===== src/hbc_pkg.sv =====
/*
 * Shared constants for the full-bridge current-chopping controller:
 * timing counts at the system clock rate, gate bit layout, FSM states.
 * Assumes a 25 MHz system clock; all times are converted from ns.
 */
package hbc_pkg;

    // ------------------------------------------------------------------
    // Clock and timing
    // ------------------------------------------------------------------
    localparam int CLK_PERIOD_NS   = 40;
    localparam int TMR_W           = 10;
    localparam int STBY_W          = 20;

    // Blanking at start of each on-period (typical figure)
    localparam int BLANK_TIME_NS   = 3000;
    localparam int BLANK_CYC_I     = BLANK_TIME_NS / CLK_PERIOD_NS;
    // Fixed off-time (typical figure)
    localparam int OFF_TIME_NS     = 25000;
    localparam int OFF_CYC_I       = OFF_TIME_NS / CLK_PERIOD_NS;
    // Fast decay takes half of the off-time
    localparam int FAST_CYC_I      = OFF_CYC_I / 2;
    // Crossover dead time, least figure, rounded up
    localparam int COD_TIME_NS     = 50;
    localparam int COD_CYC_I       = (COD_TIME_NS + CLK_PERIOD_NS - 1)
                                     / CLK_PERIOD_NS;
    // Slow decay fills what is left of the off-time
    localparam int SLOW_CYC_I      = OFF_CYC_I - FAST_CYC_I - COD_CYC_I;
    // Both inputs low for longer than this enters standby
    localparam int STANDBY_TIME_NS = 1000000;
    localparam int STANDBY_CYC_DEF = STANDBY_TIME_NS / CLK_PERIOD_NS;

    localparam logic [TMR_W-1:0] BLANK_CYC = TMR_W'(BLANK_CYC_I);
    localparam logic [TMR_W-1:0] FAST_CYC  = TMR_W'(FAST_CYC_I);
    localparam logic [TMR_W-1:0] COD_CYC   = TMR_W'(COD_CYC_I);
    localparam logic [TMR_W-1:0] SLOW_CYC  = TMR_W'(SLOW_CYC_I);

    // ------------------------------------------------------------------
    // Gate bit layout {hi_a, lo_a, hi_b, lo_b}
    // ------------------------------------------------------------------
    localparam int GATE_HI_A = 3;
    localparam int GATE_LO_A = 2;
    localparam int GATE_HI_B = 1;
    localparam int GATE_LO_B = 0;
    localparam logic [3:0] GATE_OFF   = 4'h0;
    localparam logic [3:0] GATE_FWD   = 4'b1001;
    localparam logic [3:0] GATE_REV   = 4'b0110;
    localparam logic [3:0] GATE_BRAKE = 4'b0101;
    localparam logic [3:0] GATE_RESET = 4'h0;

    // ------------------------------------------------------------------
    // Bridge sequencer states, Gray coded from ST_ON through ST_SLOW
    // ------------------------------------------------------------------
    typedef enum logic [2:0] {
        ST_IDLE    = 3'b000,
        ST_ON      = 3'b001,
        ST_FAST    = 3'b011,
        ST_COD     = 3'b010,
        ST_SLOW    = 3'b110,
        ST_STANDBY = 3'b100
    } hbc_state_type;

endpackage : hbc_pkg


===== src/hbc_core.sv =====
/*
 * Control logic of a two-input full-bridge motor driver: command decode,
 * fixed off-time mixed-decay chopping, synchronous rectification,
 * standby timer and protection gating of the four bridge gates.
 * Assumes all inputs are synchronous to clk_sys_in; analog comparators
 * (current trip, zero current, thermal, undervoltage, short) are
 * digitised outside. Thermal hysteresis lives in the thermal sensor.
 */
`timescale 1ns/1ps
module hbc_core
    import hbc_pkg::*;
#(
    parameter int unsigned STANDBY_CYC = STANDBY_CYC_DEF  // Standby delay
)(
    input  wire logic clk_sys_in,            // System clock, 25 MHz
    input  wire logic reset_in,              // Async reset, high
    input  wire logic dir_input_a_in,        // Direction input A
    input  wire logic dir_input_b_in,        // Direction input B
    input  wire logic current_trip_in,       // 10x sense above reference
    input  wire logic zero_current_in,       // Load current near zero
    input  wire logic short_fault_protect_in, // Short or overcurrent seen
    input  wire logic thermal_shutdown_in,   // Die too hot
    input  wire logic supply_low_lockout_in, // Load supply too low
    input  wire logic load_supply_restart_in, // Load supply power cycled
    output logic      bridge_out_a_hi_out,   // High-side gate, output A
    output logic      bridge_out_a_lo_out,   // Low-side gate, output A
    output logic      bridge_out_b_hi_out,   // High-side gate, output B
    output logic      bridge_out_b_lo_out,   // Low-side gate, output B
    output logic      charge_pump_en_out,    // Charge pump enable
    output logic      regulator_en_out,      // Internal regulator enable
    output logic      standby_out,           // Low-power standby active
    output logic      fault_out              // Overcurrent fault latched
);

    // ------------------------------------------------------------------
    // Declarations
    // ------------------------------------------------------------------
    localparam logic [STBY_W-1:0] STBY_LIMIT = STBY_W'(STANDBY_CYC);

    hbc_state_type     state_r;
    hbc_state_type     state_nxt;
    logic              dir_fwd_r;
    logic              dir_fwd_nxt;
    logic [STBY_W-1:0] stby_cnt_r;
    logic              fault_r;
    logic              power_en_r;
    logic [3:0]        gate_r;
    logic              tmr_load;
    logic [TMR_W-1:0]  tmr_value;
    logic              tmr_done;
    logic              cmd_fwd;
    logic              cmd_rev;
    logic              cmd_drive;
    logic              cmd_brake;
    logic              cmd_coast;
    logic              stby_enter;
    logic              stby_leave;
    logic              blocked;

    // ------------------------------------------------------------------
    // Gate pattern for a state
    // ------------------------------------------------------------------
    function automatic logic [3:0] drive_fn(
        input hbc_state_type st,
        input logic          fwd,
        input logic          brake,
        input logic          zc
    );
        logic [3:0] g;
        g = GATE_OFF;
        case (st)
            ST_IDLE: begin
                g = brake ? GATE_BRAKE : GATE_OFF;
            end
            ST_ON: begin
                g = fwd ? GATE_FWD : GATE_REV;
            end
            ST_FAST: begin
                // Reverse diagonal returns current to the supply
                if (!zc) begin
                    g = fwd ? GATE_REV : GATE_FWD;
                end
            end
            ST_SLOW: begin
                if (!zc) begin
                    g = GATE_BRAKE;
                end
            end
            default: begin
                g = GATE_OFF;
            end
        endcase
        return g;
    endfunction : drive_fn

    // ------------------------------------------------------------------
    // Command decode and protection
    // ------------------------------------------------------------------
    assign cmd_fwd   = dir_input_a_in & ~dir_input_b_in;
    assign cmd_rev   = ~dir_input_a_in & dir_input_b_in;
    assign cmd_drive = cmd_fwd | cmd_rev;
    assign cmd_brake = dir_input_a_in & dir_input_b_in;
    assign cmd_coast = ~dir_input_a_in & ~dir_input_b_in;
    assign blocked   = fault_r | thermal_shutdown_in
                       | supply_low_lockout_in;
    assign stby_enter = cmd_coast && (stby_cnt_r == STBY_LIMIT);
    assign stby_leave = (state_r == ST_STANDBY) && !cmd_coast;

    // ------------------------------------------------------------------
    // Phase timer
    // ------------------------------------------------------------------
    hbc_phase_timer u_timer (
        .clk_sys_in  (clk_sys_in),
        .reset_in    (reset_in),
        .load_in     (tmr_load),
        .value_in    (tmr_value),
        .expired_out (tmr_done)
    );

    // ------------------------------------------------------------------
    // Sequencer next state
    // ------------------------------------------------------------------
    always_comb begin
        state_nxt   = state_r;
        dir_fwd_nxt = dir_fwd_r;
        tmr_load    = 1'b0;
        tmr_value   = BLANK_CYC;
        case (state_r)
            ST_IDLE: begin
                if (stby_enter) begin
                    state_nxt = ST_STANDBY;
                end else if (cmd_drive) begin
                    state_nxt   = ST_ON;
                    dir_fwd_nxt = cmd_fwd;
                    tmr_load    = 1'b1;
                end
            end
            ST_STANDBY: begin
                if (!cmd_coast) begin
                    state_nxt = ST_IDLE;
                end
            end
            ST_ON: begin
                if (!cmd_drive) begin
                    state_nxt = ST_IDLE;
                end else if (cmd_fwd != dir_fwd_r) begin
                    dir_fwd_nxt = cmd_fwd;
                    tmr_load    = 1'b1;
                end else if (tmr_done && current_trip_in) begin
                    state_nxt = ST_FAST;
                    tmr_load  = 1'b1;
                    tmr_value = FAST_CYC;
                end
            end
            ST_FAST: begin
                if (!cmd_drive) begin
                    state_nxt = ST_IDLE;
                end else if (tmr_done) begin
                    state_nxt = ST_COD;
                    tmr_load  = 1'b1;
                    tmr_value = COD_CYC;
                end
            end
            ST_COD: begin
                if (!cmd_drive) begin
                    state_nxt = ST_IDLE;
                end else if (tmr_done) begin
                    state_nxt = ST_SLOW;
                    tmr_load  = 1'b1;
                    tmr_value = SLOW_CYC;
                end
            end
            ST_SLOW: begin
                if (!cmd_drive) begin
                    state_nxt = ST_IDLE;
                end else if (tmr_done) begin
                    state_nxt   = ST_ON;
                    dir_fwd_nxt = cmd_fwd;
                    tmr_load    = 1'b1;
                end
            end
            default: begin
                state_nxt = ST_IDLE;
            end
        endcase
    end

    // ------------------------------------------------------------------
    // State registers
    // ------------------------------------------------------------------
    always_ff @(posedge clk_sys_in or posedge reset_in) begin
        if (reset_in) begin
            state_r   <= ST_IDLE;
            dir_fwd_r <= 1'b1;
        end else begin
            state_r   <= state_nxt;
            dir_fwd_r <= dir_fwd_nxt;
        end
    end

    // Counts cycles with both inputs low, saturating at the limit
    always_ff @(posedge clk_sys_in or posedge reset_in) begin
        if (reset_in) begin
            stby_cnt_r <= '0;
        end else if (!cmd_coast) begin
            stby_cnt_r <= '0;
        end else if (stby_cnt_r != STBY_LIMIT) begin
            stby_cnt_r <= stby_cnt_r + STBY_W'(1);
        end
    end

    // Set wins over clear so a short seen on the clearing cycle is kept
    always_ff @(posedge clk_sys_in or posedge reset_in) begin
        if (reset_in) begin
            fault_r <= 1'b0;
        end else if (short_fault_protect_in) begin
            fault_r <= 1'b1;
        end else if (stby_leave || load_supply_restart_in) begin
            fault_r <= 1'b0;
        end
    end

    always_ff @(posedge clk_sys_in or posedge reset_in) begin
        if (reset_in) begin
            power_en_r <= 1'b1;
        end else begin
            power_en_r <= (state_nxt != ST_STANDBY);
        end
    end

    always_ff @(posedge clk_sys_in or posedge reset_in) begin
        if (reset_in) begin
            gate_r <= GATE_RESET;
        end else if (blocked) begin
            gate_r <= GATE_OFF;
        end else begin
            gate_r <= drive_fn(state_r, dir_fwd_r, cmd_brake,
                               zero_current_in);
        end
    end

    // ------------------------------------------------------------------
    // Outputs
    // ------------------------------------------------------------------
    assign bridge_out_a_hi_out = gate_r[GATE_HI_A];
    assign bridge_out_a_lo_out = gate_r[GATE_LO_A];
    assign bridge_out_b_hi_out = gate_r[GATE_HI_B];
    assign bridge_out_b_lo_out = gate_r[GATE_LO_B];
    assign charge_pump_en_out  = power_en_r;
    assign regulator_en_out    = power_en_r;
    assign standby_out         = ~power_en_r;
    assign fault_out           = fault_r;
endmodule : hbc_core


===== src/hbc_phase_timer.sv =====
/*
 * Down counter that times one phase of the bridge sequence.
 * Assumes the caller loads it on the cycle it enters a timed phase.
 */
`timescale 1ns/1ps
module hbc_phase_timer
    import hbc_pkg::*;
(
    input  wire logic             clk_sys_in,  // System clock
    input  wire logic             reset_in,    // Async reset, high
    input  wire logic             load_in,     // Load new count
    input  wire logic [TMR_W-1:0] value_in,    // Count to load
    output logic                  expired_out  // Count has reached zero
);

    logic [TMR_W-1:0] cnt_r;

    always_ff @(posedge clk_sys_in or posedge reset_in) begin
        if (reset_in) begin
            cnt_r <= '0;
        end else if (load_in) begin
            cnt_r <= value_in;
        end else if (cnt_r != '0) begin
            cnt_r <= cnt_r - TMR_W'(1);
        end
    end

    assign expired_out = (cnt_r == '0);

endmodule : hbc_phase_timer


===== config.mk =====
export PLATFORM = sky130hd
export DESIGN_NAME = hbc_core
export DESIGN_NICKNAME = d
export VERILOG_FILES = /design/src/hbc_pkg.sv /design/src/hbc_core.sv /design/src/hbc_phase_timer.sv
export SDC_FILE = /design/constraint.sdc
export NUM_CORES = 1
export LEC_CHECK = 0
export CAP_MARGIN = 20
export CORE_MARGIN = 2
export CORE_UTILIZATION = 30
export CTS_BUF_LIST = sky130_fd_sc_hd__clkbuf_4
export CTS_CLUSTER_DIAMETER = 80
export DETAILED_ROUTE_END_ITERATION = 12
export DONT_BUFFER_PORTS = 1
export PLACE_DENSITY_LB_ADDON = 0.15
export SYNTH_ARGS = -nofsm -noshare
export SYNTH_HDL_FRONTEND = slang
export SYNTH_SLANG_ARGS = --single-unit

===== constraint.sdc =====
create_clock -name clk_sys_in -period 4.79 [get_ports clk_sys_in]
set_input_delay 0.7185 -clock clk_sys_in [delete_from_list [all_inputs] [get_ports clk_sys_in]]
set_output_delay 0.7185 -clock clk_sys_in [all_outputs]
set_load 0.02 [all_outputs]

==> summary.md <==
| Metric | Value |
|---|---|
| Post-Syn Nets | `approximately 250` |
| Worst-Margin Slew | `731.6 ps` |
| Worst hold path class | `input port to async pin` |
| Total gr overflow | `0` |
| Worst skew pair latency | `360 ps` |
| CTS sink cnt | `40` |
| Final setup violating endpoints | `0` |
| Slew HR | `0.5122` |
| Clock buffer depth | `2` |
| Die width | `91.15 µm` |
| Vias per cell | `~4.8` |
| Post-Synthesis Cell Area | `0.002278 mm²` |
| Post-layout instance area | `0.002405 mm²` |
| Largest family of logic cells by synthesized area | `simple AND/OR/NAND/NOR gates` |
| Resized cells post-CTS | `0` |
| Logic pwr share | `0.195` |
| FFs w/ async S/R, synth | `1.000` |
| Pin count of the biggest net entering global routing | `41` |
| Fill count | `794` |
| GR Util met3 | `0.02822` |
| Simple-gate area share of the yosys netlist | `0.2592` |
| Diode count | `0` |
| # DRC | `0` |
| Placed cell area | `0.002352 mm²` |
| Register area | `0.001003 mm²` |
| Max_cap viols | `0` |
| Vias in the first global route | `1599` |
| Flop pwr share | `0.563` |
| Post-Syn Area per Cell | `9.654 µm²` |
| Post-synthesis register bit count | `40` |
| Sequential-to-total area share from yosys stat | `0.4404` |
| Fin crit share | `0.5320` |
| Final Hold Vio Count | `0` |
| CTS tree | `built` |
| Max FO, Critical Path | `12` |
| Synth unique cells | `46` |
| Initial DRC Count | `slightly below 60` |
| Final min period | `between 2000 and 3000 ps` |
| Antenna-violating nets left | `0` |
| Clk_skew | `between 20 and 25 ps` |
| Initial Util | `0.3125` |
| Crit end category | `flop` |
| P per Cell Area | `297.4 mW/mm²` |
| Sw Share | `0.3111` |
| Maximum vdd ir drop | `78.10 µV` |
| Fin nets | `251` |
| Crit path launch type | `flop` |
| Gr busiest metal | `met2` |
| Routed len/inst | `13.56 µm` |
| Final HPWL DP | `around 3.1 mm` |
| GRT Overall Usage | `0.1169` |
| Via count | `1620` |
| RSZ-0062 raised after global routing | `false` |
| Top_reg_cell synth | `dfrtp_1` |
| Post-synthesis adder-cell area fraction | `0.03295` |
| Fin. max-slew vios | `0` |
| Rows | `31` |
| Synth Area in XOR/XNOR | `0.09995` |
| Status | `completed` |
| WS Path Type | `flop to flop` |
| DRT Pass-1 Iters | `4` |
| Post-synthesis instance total | `between 200 and 250` |
| Die H | `91.15 µm` |
| TNS Setup | `0 ps` |
| Die Area | `0.008308 mm²` |
| Mux cell area share after synthesis | `0.01977` |
| Hold Buf Count CTS | `0` |
| Global routing met1 resource utilization | `0.1549` |
| Warnings from Yosys | `0` |
| First-pass GRT wire length | `7.831 mm` |
| Antenna violations before repair | `0` |
| Count of input and output buffers | `0` |
| RR Startpoint | `u_timer.cnt_r[9]` |
| Routed WL | `between 4 and 5 mm` |
| Internal power | `0.4927 mW` |
| H-tree levels | `2` |
| Root buffer cell | `clkbuf_4` |
| Clk slew on worst S/H paths | `130 ps` |
| Post-layout util | `0.3298` |
| # Post-CTS Setup Buffers | `0` |
| Area grow syn2layout | `5.547%` |
| Core ar. | `0.007292 mm²` |
| Leakage | `1.059 nW` |
| Layout cells sized above 1 | `0.07203` |
| Post-synth EDFFs | `0` |
| Met2 usage | `0.1895` |
| Clock share of power | `0.242` |
| Routability cong. | `0.7222` |
| Multi-input gate area | `0.001169 mm²` |
| Synth Area in Compound Gates | `0.1010` |
| P_sw | `between 0.2 and 0.25 mW` |
| WP data arrival | `about 2800 ps` |
| Crit. Startpoint | `u_timer.cnt_r[9]` |
| CP required | `5080 ps` |
| Fmax | `between 0.3 and 0.4 GHz` |
| I/O pin cnt | `18` |
| CTS buffer count | `5` |
-- through the flow --
step | total power, mW | setup slack (ps) | hold slack, ps | cells
after floorplan | 0.5173 | 2596 | 477.0 | 236
after global placement | 0.5509 | 2232 | 530.4 | 327
after detailed placement | 0.5500 | 2156 | 531.0 | 327
after CTS | 0.7253 | 2236 | 367.4 | 335
after global routing | 0.7597 | 2013 | 386.4 | 335
final | 0.7153 | 2242 | 353.4 | 335
-- state kept, by name (all words and copies together) (netlist names) --
register,count
gate_r,4
fault_out,1
dir_fwd_r,1
state_r,3
u_timer.cnt_r,10
charge_pump_en_out,1
stby_cnt_r,20
-- power groups by stage --
stage          Clock [mW]  Combinational [mW]  Sequential [mW]
2_1_floorplan           0               0.119            0.398
3_3_place_gp            0               0.141            0.410
3_5_place_dp            0               0.141            0.409
4_1_cts             0.181               0.142            0.403
5_1_grt             0.195               0.157            0.408
6_report            0.173               0.140            0.403
-- layer usage --
layer / share of wire / wire length (µm)
met5: 0 / 0
met1: 0.49 / 2207
met2: 0.46 / 2108
met4: 0.013 / 58
met3: 0.037 / 166
-- critical path, cell delays in order, from the launching register on --
cell      delay [ps]
dfrtp_1          440
nor4_1           340
nand4b_1         520
o22ai_1          320
a32o_1           490
nor2_1           110
a211oi_1         250
-- path summary, 6_finish.rpt --
check / to / slack [ps] / cells past startpoint
worst max-delay path: u_timer.cnt_r[1] / 2240 / 6
worst min-delay path: u_timer.cnt_r[9] / 350 / 2
worst max register to register: u_timer.cnt_r[1] / 2240 / 6
worst min register to register: u_timer.cnt_r[0] / 540 / 1
max in group asynchronous: charge_pump_en_out / 4040 / 2
min in group clk_sys_in: fault_out / 470 / 1
-- logic make-up after synthesis --
kind of cell,Yosys count
adders and majority gates,6
buffers and inverters,22
AOI/OAI and AO/OA,33
xor gates and xnor gates,26
and+or+nand+nor,105
DFF,40
muxes,4
-- synthesized netlist by cell type (3+ instances only) --
library cell  count  area, µm²
o21ai_0           7      35.03
nor2_1           21      78.83
buf_4             4      30.03
mux2i_1           3      30.03
dfrtp_1          38      950.9
o21a_1            3      22.52
nand3b_1          3      22.52
nor3_1            9      45.04
nor2b_1           7      43.79
nand3_1          11      55.05
a21oi_1           5      25.02
a21boi_0          4      30.03
xnor2_1          14      122.6
inv_1            13      48.80
ha_1              6      75.07
nor3b_1           4      30.03
nand2_1           8      30.03
and3_1            7      43.79
xor2_1           12      105.1
clkbuf_1          3      11.26
and2_1           16      100.1
nand2b_1          5      31.28
-- cell usage in the layout (no fill, tap or decap), types with 2 or more instances in the layout --
cell type,Yosys,layout
dfrtp_1,38,38
nor2_1,21,21
and2_1,16,16
xnor2_1,14,14
xor2_1,12,12
inv_1,13,12
nand3_1,11,11
nor3_1,9,9
nand2_1,8,8
and3_1,7,7
nor2b_1,7,7
o21ai_0,7,7
ha_1,6,6
clkbuf_4,0,6
nand2b_1,5,5
a21oi_1,5,5
nor3b_1,4,4
a21boi_0,4,4
mux2i_1,3,3
o21a_1,3,3
nand3b_1,3,3
clkinv_1,0,3
nor3_2,2,2
nor4_1,2,2
nand4_1,2,2
and4_1,2,2
or3_1,2,2
o31ai_1,2,2
o211ai_1,2,2
a211oi_1,2,2
dfstp_2,2,2
-- final cells by class --
type                            instances  share of cell area
Inverter                               13             0.02029
Tap cell                               99             0.05151
Timing Repair Buffer                    1            0.003122
Sequential cell                        40              0.4173
Clock buffer                            6             0.01873
Multi-Input combinational cell        174              0.4860
Clock inverter                          2            0.003122
Power figures use the tool's default switching activity.
